### src/design/cis_regs.svh
/*
  constants for the cpu interrupt and status pin block.
  assumes it is included by bare name from the module; the package does not include it.
*/
// What this block does
// - nmi and external irqs detected on rising edge
// - pulse acknowledge when cpu services an interrupt
// - id outputs valid while acknowledge is high
// - id encodes service table position
// - byte order select high means little endian
// - powerdown status high in mode 2 or 3
`ifndef CIS_REGS_SVH
`define CIS_REGS_SVH
`define CIS_NMI_ID 4'h1
`define CIS_EXT4_ID 4'h4
`define CIS_EXT7_ID 4'h7
`define CIS_PEND_RST 5'h00
`define CIS_PD_MODE2 2'h2
`define CIS_PD_MODE3 2'h3
`define CIS_NUM_EXT 4
`endif

### src/design/cis_pkg.sv
/*
  types for the cpu interrupt and status pin block.
  assumes cis_regs.svh is on the include path.
*/
package cis_pkg;
  // interrupt id and acknowledge travel together
  typedef struct packed {
    logic strobe;
    logic [3:0] id;
  } cis_ack_t;
  // servicing state
  typedef enum logic [1:0] {
    CIS_IDLE = 2'h0,
    CIS_ACK = 2'h1
  } cis_state_t;
endpackage

### src/design/cis_top.sv
/*
  interrupt detection, acknowledge and status pins of the cpu.
  assumes pins are asynchronous to ref_clk and the cpu core grants service.
*/
`timescale 1ns/1ps
`include "cis_regs.svh"
module cis_top (
  input wire logic ref_clk, // cpu clock, 100 mhz
  input wire logic srst, // synchronous reset, active high
  input wire logic nmi_pin, // nonmaskable interrupt pin
  input wire logic [`CIS_NUM_EXT-1:0] ext_irq_line, // ext_irq_line_7..4 as [3:0]
  input wire logic service_grant, // core takes highest pending interrupt
  input wire logic byte_order_select, // high = little endian
  input wire logic [1:0] pd_mode, // core power-down mode
  output logic little_endian, // synchronised byte order
  output logic [4:0] pending, // pending requests, bit 0 = nmi
  output logic irq_serviced_strobe, // one-cycle acknowledge
  output logic active_irq_id_bit3, // id bit 3
  output logic active_irq_id_bit2, // id bit 2
  output logic active_irq_id_bit1, // id bit 1
  output logic active_irq_id_bit0, // id bit 0
  output logic powerdown_status_out // high in mode 2 or 3
);
  logic [5:0] sync1_r; // first synchroniser stage, bit 5 = byte order
  logic [5:0] sync2_r; // second synchroniser stage
  logic [4:0] prev_r; // last seen request levels, for edge detection
  logic [4:0] pend_r, rise, clr;
  cis_pkg::cis_ack_t ack_r, ack_nxt;
  cis_pkg::cis_state_t st_r, st_nxt;
  logic pd_r;

  // pick highest priority pending: nmi, then ext4 upward
  function automatic logic [4:0] pick(input logic [4:0] p);
    logic [4:0] m;
    m = 5'h00;
    for (int i = 4; i >= 0; i--) begin
      if (p[i]) begin
        m = 5'h01 << i;
      end
    end
    return m;
  endfunction

  // two-flop synchroniser; first stage feeds only the second
  always_ff @(posedge ref_clk) begin
    sync1_r <= {byte_order_select, ext_irq_line, nmi_pin};
    sync2_r <= sync1_r;
    prev_r <= srst ? `CIS_PEND_RST : sync2_r[4:0]; // low matches the idle pins
  end

  // edge detect and priority pick; grants are ignored while an acknowledge is out
  assign rise = sync2_r[4:0] & ~prev_r;
  assign clr = (service_grant && st_r == cis_pkg::CIS_IDLE) ? pick(pend_r) : `CIS_PEND_RST;

  // pending latch; a new edge wins over the clear
  always_ff @(posedge ref_clk) begin
    if (srst) begin
      pend_r <= `CIS_PEND_RST;
    end else begin
      pend_r <= (pend_r & ~clr) | rise;
    end
  end

  // id by service table position: nmi slot, then ext slots 4..7
  always_comb begin
    ack_nxt = '0;
    if (clr != 5'h00) begin
      ack_nxt.strobe = 1'b1;
      ack_nxt.id = clr[0] ? `CIS_NMI_ID : `CIS_EXT4_ID;
      for (int i = 1; i < 5; i++) begin
        if (clr[i]) begin
          ack_nxt.id = `CIS_EXT4_ID + 4'(i - 1);
        end
      end
    end
  end

  // acknowledge register; id held with strobe so it is valid throughout
  always_ff @(posedge ref_clk) begin
    if (srst) begin
      ack_r <= '0;
    end else begin
      ack_r <= ack_nxt;
    end
  end

  // servicing state; one quiet cycle after each acknowledge keeps strobes apart
  always_comb begin
    st_nxt = cis_pkg::CIS_IDLE;
    case (st_r)
      cis_pkg::CIS_IDLE: begin
        st_nxt = ack_nxt.strobe ? cis_pkg::CIS_ACK : cis_pkg::CIS_IDLE;
      end
      cis_pkg::CIS_ACK: begin
        st_nxt = cis_pkg::CIS_IDLE; // a grant in this cycle is ignored
      end
      default: begin
        st_nxt = cis_pkg::CIS_IDLE;
      end
    endcase
  end

  // state register
  always_ff @(posedge ref_clk) begin
    if (srst) begin
      st_r <= cis_pkg::CIS_IDLE;
    end else begin
      st_r <= st_nxt;
    end
  end

  // power-down status flop
  always_ff @(posedge ref_clk) begin
    if (srst) begin
      pd_r <= 1'b0;
    end else begin
      pd_r <= (pd_mode == `CIS_PD_MODE2) || (pd_mode == `CIS_PD_MODE3);
    end
  end

  // outputs; id and strobe come straight from the acknowledge flops
  assign little_endian = sync2_r[5];
  assign pending = pend_r;
  assign irq_serviced_strobe = ack_r.strobe;
  assign {active_irq_id_bit3, active_irq_id_bit2, active_irq_id_bit1,
          active_irq_id_bit0} = ack_r.id;
  assign powerdown_status_out = pd_r;

  // a rising nmi line always leaves a pending request
  property p_rise_pends;
    @(posedge ref_clk) disable iff (srst)
      rise[0] |=> pend_r[0];
  endproperty
  a_rise_pends: assert property (p_rise_pends) else $error("nmi edge not pending");

  // the same for the last external line
  property p_ext_pends;
    @(posedge ref_clk) disable iff (srst)
      rise[4] |=> pend_r[4];
  endproperty
  a_ext_pends: assert property (p_ext_pends) else $error("ext7 edge lost");

  // a line that only stays high never makes a new request
  property p_no_level;
    @(posedge ref_clk) disable iff (srst)
      (rise == '0) && (pend_r == '0) |=> (pend_r == '0);
  endproperty
  a_no_level: assert property (p_no_level) else $error("request without edge");

  // the acknowledge is a single-cycle pulse
  property p_ack_one;
    @(posedge ref_clk) disable iff (srst)
      irq_serviced_strobe |=> !irq_serviced_strobe;
  endproperty
  a_ack_one: assert property (p_ack_one) else $error("ack not a pulse");

  // every taken grant is acknowledged on the next cycle
  property p_ack_follows;
    @(posedge ref_clk) disable iff (srst)
      (clr != '0) |=> irq_serviced_strobe;
  endproperty
  a_ack_follows: assert property (p_ack_follows) else $error("grant without ack");

  // no acknowledge appears without a taken grant
  property p_no_stray;
    @(posedge ref_clk) disable iff (srst)
      (clr == '0) |=> !irq_serviced_strobe;
  endproperty
  a_no_stray: assert property (p_no_stray) else $error("ack without grant");

  // a grant in the same cycle as an acknowledge is ignored
  property p_refuse;
    @(posedge ref_clk) disable iff (srst)
      (st_r == cis_pkg::CIS_ACK) |-> (clr == '0);
  endproperty
  a_refuse: assert property (p_refuse) else $error("grant taken while busy");

  // nmi shows its own id while the strobe stands
  property p_nmi_id;
    @(posedge ref_clk) disable iff (srst)
      clr[0] |=> irq_serviced_strobe && (ack_r.id == `CIS_NMI_ID);
  endproperty
  a_nmi_id: assert property (p_nmi_id) else $error("nmi id wrong");

  // the id lines rest at zero between acknowledges
  property p_id_idle;
    @(posedge ref_clk) disable iff (srst)
      !irq_serviced_strobe |-> (ack_r.id == '0);
  endproperty
  a_id_idle: assert property (p_id_idle) else $error("id shown without ack");

  // first external slot of the service table
  property p_ext4_id;
    @(posedge ref_clk) disable iff (srst)
      clr[1] |=> (ack_r.id == `CIS_EXT4_ID);
  endproperty
  a_ext4_id: assert property (p_ext4_id) else $error("ext4 id wrong");

  // last external slot of the service table
  property p_ext7_id;
    @(posedge ref_clk) disable iff (srst)
      clr[4] |=> (ack_r.id == `CIS_EXT7_ID);
  endproperty
  a_ext7_id: assert property (p_ext7_id) else $error("ext7 id wrong");

  // power-down status shown in the two deep modes
  property p_pd;
    @(posedge ref_clk) disable iff (srst)
      pd_mode[1] |=> powerdown_status_out;
  endproperty
  a_pd: assert property (p_pd) else $error("pd not shown");

  // and low in the shallow ones
  property p_pd_off;
    @(posedge ref_clk) disable iff (srst)
      !pd_mode[1] |=> !powerdown_status_out;
  endproperty
  a_pd_off: assert property (p_pd_off) else $error("pd false");

  // a pending request survives until it is served
  property p_hold;
    @(posedge ref_clk) disable iff (srst)
      pend_r[1] && !clr[1] |=> pend_r[1];
  endproperty
  a_hold: assert property (p_hold) else $error("pending lost");

  // a served request is dropped unless a new edge lands in the same cycle
  property p_nmi_clear;
    @(posedge ref_clk) disable iff (srst)
      clr[0] && !rise[0] |=> !pend_r[0];
  endproperty
  a_nmi_clear: assert property (p_nmi_clear) else $error("served nmi still pending");

  // main scenarios reached
  c_nmi: cover property (@(posedge ref_clk) clr[0]);
  c_ext: cover property (@(posedge ref_clk) clr[4]);
  c_pd: cover property (@(posedge ref_clk) powerdown_status_out);
  c_busy: cover property (@(posedge ref_clk) service_grant && st_r == cis_pkg::CIS_ACK);
endmodule

### config.mk
export PLATFORM = sky130hd
export DESIGN_NAME = cis_top
export DESIGN_NICKNAME = d
export VERILOG_FILES = /design/src/design/cis_pkg.sv /design/src/design/cis_top.sv
export VERILOG_INCLUDE_DIRS = /design/src /design/src/design
export SDC_FILE = /design/constraint.sdc
export NUM_CORES = 1
export LEC_CHECK = 0
export ABC_CLOCK_PERIOD_IN_PS = 2950
export BUFFER_PORTS_ARGS = -buffer_cell sky130_fd_sc_hd__clkbuf_2
export CAP_MARGIN = 25
export CORE_MARGIN = 1
export CORE_UTILIZATION = 45
export DETAILED_ROUTE_END_ITERATION = 6
export HOLD_SLACK_MARGIN = 0.15
export PLACE_DENSITY = 0.71
export SLEW_MARGIN = 5
export SYNTH_ARGS = -nofsm -noshare
export SYNTH_HDL_FRONTEND = slang
export SYNTH_SLANG_ARGS = --single-unit
### constraint.sdc
create_clock -name ref_clk -period 2.95 [get_ports ref_clk]
set_input_delay 0.1475 -clock ref_clk [delete_from_list [all_inputs] [get_ports ref_clk]]
set_output_delay 0.1475 -clock ref_clk [all_outputs]
set_load 0.02 [all_outputs]
Word-level counts from Yosys, hierarchy flattened
Cells that the tools add are included.
{"block": "totals", "regBits": 30, "in_bits": 11, "out_inout_bits": 12, "wordCells": 38}
{"block": "classes", "n_mux": 13, "bitwise_logic": 7, "eq_ne": 2, "reduce_logical": 7}
{"operator": "2-to-1 mux 5 bit", "n": 7}
{"operator": "2-to-1 mux 4 bit", "n": 3}
{"operator": "AND 5 bit", "n": 2}
{"operator": "NOT 5 bit", "n": 2}
{"operator": "2-to-1 mux 3 bit", "n": 2}
{"operator": "OR reduction 6 bit", "n": 1}
{"operator": "bitwise OR 5 bit", "n": 1}
{"operator": "nonzero test 5 bit", "n": 1}
{"operator": "equality test 2 bit, second input constant", "n": 2}
{"operator": "OR reduction 2 bit", "n": 2}
{"operator": "zero test 2 bit", "n": 1}
{"operator": "NOT 1 bit", "n": 2}
{"operator": "logical AND 1 bit", "n": 1}
{"operator": "logical OR 1 bit", "n": 1}
{"operator": "2-to-1 mux 1 bit", "n": 1}

Longest topological paths before layout
Gate-level depths: netlist of run 1.
{"block": "logic_depth", "word_depth": 13, "ltp_mapped": 3, "ltp_nobuf": 3}

Worst setup path after synthesis of run 1
No wires, ideal clock.
{"block": "synth_timing", "path_kind": "register to register", "start": "reg pend_r[1], in the netlist pending[1]", "end": "reg pend_r[4], in the netlist pending[4]", "setup_ps": 126, "n_path_buf": 0, "slack_ps": 1695, "path_stages_with_launch": 4, "arrival_time_ps": 1129, "cell_sequence": "dfxtp_1 or3_4 o311ai_2 o21ai_1"}
{"block": "synth_between", "elab_chain_cells": 6}
{"element": "start, declared", "line": "cis_top.sv:27", "source": "logic [4:0] pend_r, rise, clr;"}
{"element": "start signal, assigned", "line": "cis_top.sv:58", "source": "pend_r <= `CIS_PEND_RST;"}
{"element": "start signal, assigned", "line": "cis_top.sv:60", "source": "pend_r <= (pend_r & ~clr) | rise;"}
{"element": "2-to-1 mux 5 bit (2 in a row)", "line": "cis_top.sv:37", "source": "if (p[i]) begin"}
{"element": "2-to-1 mux 5 bit (no line)"}
{"element": "NOT 5 bit", "line": "cis_top.sv:60"}
{"element": "AND 5 bit", "line": "cis_top.sv:60"}
{"element": "bitwise OR 5 bit", "line": "cis_top.sv:60"}
Every way passes these cells.
A chain may end at the register's enable or synchronous reset.

Worst setup path after layout of run 1
{"block": "layout_timing", "start": "in srst", "end": "reg pd_r, in the netlist powerdown_status_out"}
{"element": "start, declared", "line": "cis_top.sv:9", "source": "input wire logic srst,"}
{"element": "end signal, assigned", "line": "cis_top.sv:117", "source": "pd_r <= (pd_mode == `CIS_PD_MODE2) || (pd_mode == `CIS_PD_MODE3);"}
{"element": "end, declared", "line": "cis_top.sv:30", "source": "logic pd_r;"}
No word-level cell between the ends.

==> flow_metrics.py, run 1 <==
metrics = {
    "pwr": {
        "pwr-share-seq_pct": 66.4,
        "clock_power_share_pct": 22.5,
        "pwr-share-comb_pct": 11.1,
        "p_sw_w": 0.000142,
        "leakage_nw": 0.461,
        "switching_share_pct": 22.8,
        "p_per_area_mw_per_mm2": 622,
        "power.internal_w": 0.000482,
        "irDropWorstVdd_v": 0.000365,
    },
    "clocking": {
        "cts.sinks": 28,
        "clock_latency_ns": 0.30,
        "clock_path_buffers": 2,
        "cts_htree_levels": 1,
        "clk_pin_slew_ns": 0.13,
        "cts_tree": "done",
        "cts_buffers": 3,
        "holdBufCountCts": 9,
        "root_buffer": "clkbuf_4",
        "cts_resized": 0,
        "postCtsSetupBuffers": 0,
    },
    "floorplan": {
        "ios": 23,
        "rows": 14,
        "design.die.area_mm2": 0.00190,
        "die_w_um": 43.6,
        "coreArea_mm2": 0.00156,
        "die_h_um": 43.6,
        "start_util_pct": 49.9,
    },
    "finish": {
        "postLayoutCoreUtil_pct": 64.4,
        "fin_nets": 110,
        "drive_gt1_share_pct": 25.8,
        "area_growth_pct": 28.9,
        "multiInputGateArea_um2": 195,
        "antenna_cells": 0,
        "ff_latch_area_um2": 561,
        "filler_cell_count": 108,
    },
    "timing": {
        "fmax_ghz": 0.783,
        "tns_ns": 0,
        "min_period_ns": 1.28,
        "setup_viol": 0,
        "hold_viol": 0,
        "finClkSkew_ns": 0.00136,
        "slew_viol_final": 0,
        "rsz0062_at_grt": "no",
        "timing.final.crit_share_pct": 43.3,
    },
    "flow_run": {
        "cap_violations": 0,
    },
    "routing": {
        "routedWlPerCell_um": 9.53,
        "antenna_left": 0,
        "drt-initial-drc-count": 4,
        "num_vias": 514,
        "drc": 1,
        "routed_wl_um": 1080,
        "viasPerCell": 4.55,
        "drt_pass1_iterations": 6,
    },
    "yosys": {
        "synth_top_cells_by_count": "dfxtp_1, nor2b_1",
        "synth.distinct_cells": 18,
        "yosysSeqAreaShare_pct": 72.0,
        "synth_top_area_share_pct": 72.0,
        "yosys_register_bits": 28,
        "synth_edf_count": 0,
        "async_flop_share_pct": 0,
        "synth_top_area_cell": "dfxtp_1",
        "syn_nets": 77,
        "synth_ff_type": "dfxtp_1",
        "syn_avg_cell_area_um2": 11.8,
        "synth_area_leaders": "dfxtp_1, nor2b_1, nand2b_1",
        "syn_area_um2": 778,
        "synth_most_common_cell": "dfxtp_1",
        "netlist_instances": 66,
        "yosysWarningCount": 0,
    },
    "critical_path": {
        "crit_path_max_fanout": 8,
        "cpMostUsedCell": "dlygate4sd3_1",
        "crit_arrival_ns": 1.53,
        "crit_chain": "dlygate4sd3_1 > clkbuf_2 > nor2b_1 > dlygate4sd3_1",
        "start_kind": "primary input",
        "end_kind": "flop",
        "required_ns": 3.21,
        "path_class": "primary input to flop",
        "slowest_delay_ns": 0.55,
        "crit_slowest_cell": "dlygate4sd3_1",
    },
    "grt": {
        "grt_pass1_vias": 492,
        "grt_use_total_pct": 13.3,
        "use_met3_pct": 2.92,
        "grt_use_met1_pct": 14.7,
        "antenna_found_initial": 0,
        "use_met2_pct": 24.2,
        "gr-total-overflow": 0,
        "grt_pass1_wl_um": 1900,
        "grt_max_degree": 15,
        "grt_most_used_layer": "met2",
    },
    "run_status": {
        "violations": "design-rule violations",
        "status": "finished with violations",
    },
    "placement": {
        "hpwl_um": 717,
        "portBuffers": 20,
        "gp_congestion": 0.710,
    },
    "min_path": {
        "hold_class": "primary input to flop",
    },
}
## sequential cells by signal (all words and copies together), names as in the netlist
name                  cells
powerdown_status_out      1
active_irq_id_bit1        1
prev_r                    5
st_r                      1
active_irq_id_bit0        1
pending                   5
sync1_r                   6
sync2_r                   6
active_irq_id_bit2        1
irq_serviced_strobe       1
## stage by stage
step                cells  setup WS (ns)  power, W  hold WS [ns]  cell area (um2)
finish                113           1.67  0.000624         0.307             1000
global route          113           1.65  0.000655         0.320             1000
CTS                   113           1.69  0.000634         0.301             1000
detailed placement    101           1.72  0.000483         0.251              891
global placement      101           1.73  0.000481         0.250              891
floorplan              66           1.69  0.000461         0.175              778
## placed cells by master (no fill, tap or decap), drive strengths merged
master and count:
inv 4, a21oi 4, nand2 2, conb 1, o211ai 1, nand2b 4, o311ai 1, nor2b 6
nor4 1, or3 1, nor3 3, dfxtp 28, o21ai 3, nor2 4, o31ai 1, o21bai 1
dlygate4sd3 9, clkbuf 23
## kinds of logic after synthesis
family / share of synthesized area (%)
AND/OR/NAND/NOR: 15.1
AO/OA/AOI/OAI: 9.49
other: 0.482
flip-flops: 72.0
buffers and inverters: 2.89
## metal layers
layer	wire length [um]	share of wire (%)
met5	0	0
met4	6	0.56
met3	60	5.6
met1	523	49
met2	487	45
## power by group through the flow
stage / clock network, W / registers, W / logic (W)
3_5_place_dp: 0 / 0.000423 / 0.0000601
6_report: 0.000140 / 0.000414 / 0.0000694
3_3_place_gp: 0 / 0.000422 / 0.0000588
5_1_grt: 0.000161 / 0.000418 / 0.0000758
2_1_floorplan: 0 / 0.000434 / 0.0000272
4_1_cts: 0.000149 / 0.000415 / 0.0000697
## layout make-up
class | instances | share of cell area [%]
Clock buffer | 3 | 2.24
Tap cell | 16 | 2.00
Inverter | 4 | 1.50
Sequential cell | 28 | 55.9
Timing Repair Buffer | 29 | 19.0
Multi-Input combinational cell | 33 | 19.5
## worst paths after layout
kind	start	endpoint	slack (ns)	cells after the start
min reg2reg	sync1_r[4]$_DFF_P_	sync2_r[4]$_DFF_P_	0.34	0
max reg2reg	pending[1]$_SDFF_PP0_	pending[4]$_SDFF_PP0_	1.71	3
min	service_grant	pending[0]$_SDFF_PP0_	0.31	4
max	srst	powerdown_status_out$_SDFF_PP0_	1.67	4
## worst max-delay path, delay by kind of cell
kind	cells	cell delay, ns
AND/OR/NAND/NOR	1	0.13
buffers and inverters	3	1.25
No activity file was read; power rests on OpenSTA's default activity.
==> run 2, diff against run 1 <==
Settings changed: ABC_AREA set to 1, ABC_CLOCK_PERIOD_IN_PS 2950 to 1200, PLACE_DENSITY 0.71 to 0.7.
Clock period 2.95 ns to 1.2 ns, I/O delays scaled along.
==> run 2 against run 1 <==
Compared with the run above: total power grew to 2.9 times the previous value; wire length is 12% higher; synthesized cell count is 33% higher; via count is 16% higher; first-iteration DRC count is 25% higher; register-to-register slack worse by 1.6 ns; highest routed layer is now met3; cell count is 29% higher; die area is 6.7% higher; the run now ends clean; largest cell class unchanged; combinational power grew to 2.9 times the previous value.
==> flow_metrics.py, run 2 <==
metrics = {
    "clocking": {
        "cts_tree": "done",
        "cts_htree_levels": 1,
        "cts.sinks": 28,
        "postCtsSetupBuffers": 0,
        "cts_buffers": 3,
        "clock_latency_ns": 0.32,
        "root_buffer": "clkbuf_4",
        "clk_pin_slew_ns": 0.15,
        "clock_path_buffers": 2,
    },
    "yosys": {
        "netlist_instances": 88,
        "synth_top_area_share_pct": 67.3,
        "syn_nets": 99,
        "synth_area_leaders": "dfxtp_1, nor2_1, inv_1",
        "synth_ff_type": "dfxtp_1",
        "synth.distinct_cells": 17,
        "yosysWarningCount": 0,
        "synth_edf_count": 0,
        "syn_area_um2": 833,
        "yosys_register_bits": 28,
        "yosysSeqAreaShare_pct": 67.3,
        "async_flop_share_pct": 0,
        "synth_top_area_cell": "dfxtp_1",
        "syn_avg_cell_area_um2": 9.47,
        "synth_most_common_cell": "dfxtp_1",
        "synth_top_cells_by_count": "dfxtp_1, nor2_1, inv_1",
    },
    "routing": {
        "routedWlPerCell_um": 8.25,
        "drc": 0,
        "antenna_left": 0,
        "num_vias": 596,
        "drt-initial-drc-count": 5,
        "viasPerCell": 4.08,
        "drt_pass1_iterations": 4,
        "routed_wl_um": 1200,
    },
    "timing": {
        "slew_viol_final": 0,
        "rsz0062_at_grt": "no",
        "setup_viol": 0,
        "timing.hold.ws_ns": 0.332,
        "timing.final.crit_share_pct": 90.7,
        "min_period_ns": 1.09,
        "hold_viol": 0,
        "fmax_ghz": 0.919,
        "finClkSkew_ns": 0.0141,
        "tns_ns": 0,
    },
    "floorplan": {
        "die_w_um": 45.0,
        "start_util_pct": 48.3,
        "rows": 15,
        "design.die.area_mm2": 0.00203,
        "coreArea_mm2": 0.00173,
        "die_h_um": 45.0,
        "ios": 23,
    },
    "pwr": {
        "leakage_nw": 0.570,
        "irDropWorstVdd_v": 0.00101,
        "power_w": 0.00181,
        "p_per_area_mw_per_mm2": 1620,
    },
    "finish": {
        "antenna_cells": 0,
        "area_growth_pct": 33.9,
        "drive_gt1_share_pct": 28.1,
        "mostFrequentLayoutCell": "dfxtp_1",
        "filler_cell_count": 148,
        "reg_top3": "sync1_r (6), sync2_r (6)",
        "multiInputGateArea_um2": 201,
        "layout_common_cells": "dfxtp_1, clkbuf_2, nor2_1",
        "ff_latch_area_um2": 561,
        "fin_nets": 133,
    },
    "placement": {
        "portBuffers": 20,
        "hpwl_um": 802,
        "gp_congestion": 0.853,
    },
    "critical_path": {
        "end_kind": "flop",
        "path_class": "primary input to flop",
        "start_kind": "primary input",
        "r2r_start": "pending[1]$_SDFF_PP0_",
        "crit_arrival_ns": 1.32,
        "required_ns": 1.43,
        "rrSetupSlack_ns": 0.16,
        "startpoint": "pd_mode[1]",
        "crit_path_max_fanout": 1,
    },
    "grt": {
        "grt_max_degree": 17,
        "grt_pass1_wl_um": 1770,
        "grt_pass1_vias": 476,
        "antenna_found_initial": 0,
        "grt_use_total_pct": 12.3,
        "gr-total-overflow": 0,
    },
    "run_status": {
        "status": "finished clean",
    },
    "min_path": {
        "holdCritStartpoint": "sync1_r[5]$_DFF_P_",
        "hold_class": "flop to flop",
    },
    "flow_run": {
        "cap_violations": 0,
    },
}
==> run 2: cell type report <==
| class | instances | share of cell area, % |
|---|---|---|
| Sequential cell | 28 | 50.2 |
| Timing Repair Buffer | 31 | 18.8 |
| Multi-Input combinational cell | 42 | 18.0 |
| Inverter | 16 | 5.38 |
| Tap cell | 25 | 2.80 |
| Clock inverter | 1 | 2.69 |
| Clock buffer | 3 | 2.02 |
==> run 2: through the flow <==
step	util, %	instances	area (um2)	setup WS [ns]
finish	64.6	146	1120	0.112
global route	64.6	146	1120	0.0707
CTS	64.6	146	1120	0.135
detailed placement	55.2	131	953	0.175
global placement	55.2	131	953	0.215
floorplan	-	88	833	0.125
==> run 2: path summary, 6_finish.rpt <==
kind,endpoint,cells after the start
max,powerdown_status_out$_SDFF_PP0_,5
max reg2reg,active_irq_id_bit2$_SDFF_PP0_,7
min,sync2_r[5]$_DFF_P_,0
min reg2reg,sync2_r[5]$_DFF_P_,0
==> run 2: routing by layer <==
metal	global-route usage, %	share of wire, %	wire [um]	up-vias
met5	0	0	0	-
met4	5.45	0	0	0
met3	3.60	4.6	55	0
met2	21.2	48	578	16
met1	14.1	47	570	255
li1	-	-	-	325
==> run 2: cell families (layout without fill, tap and decap cells) <==
kind of cell / count (synthesis) / count (layout) / share of synthesized area (%)
AO/OA/AOI/OAI: 8 / 8 / 4.96
buffers and inverters: 18 / 51 / 8.56
flip-flops: 28 / 28 / 67.3
other: 1 / 1 / 0.450
AND/OR/NAND/NOR: 33 / 33 / 18.8
==> run 2: timing repair <==
action	in CTS	in global routing
endpoints found under the setup margin	0	0
gates resized for setup	0	0
endpoints found under the hold margin	18	0
hold buffers	11	0
==> run 2: critical path: stages <==
cell           delay, ns
dlygate4sd3_1       0.53
clkbuf_2            0.10
inv_1               0.04
nor2_1              0.03
dlygate4sd3_1       0.56
==> run 2: power by group <==
part	internal (W)	total, W	switching [W]
combinational	0.0000860	0.000201	0.000115
clock	0.000338	0.000599	0.000261
sequential	0.000987	0.00101	0.0000243
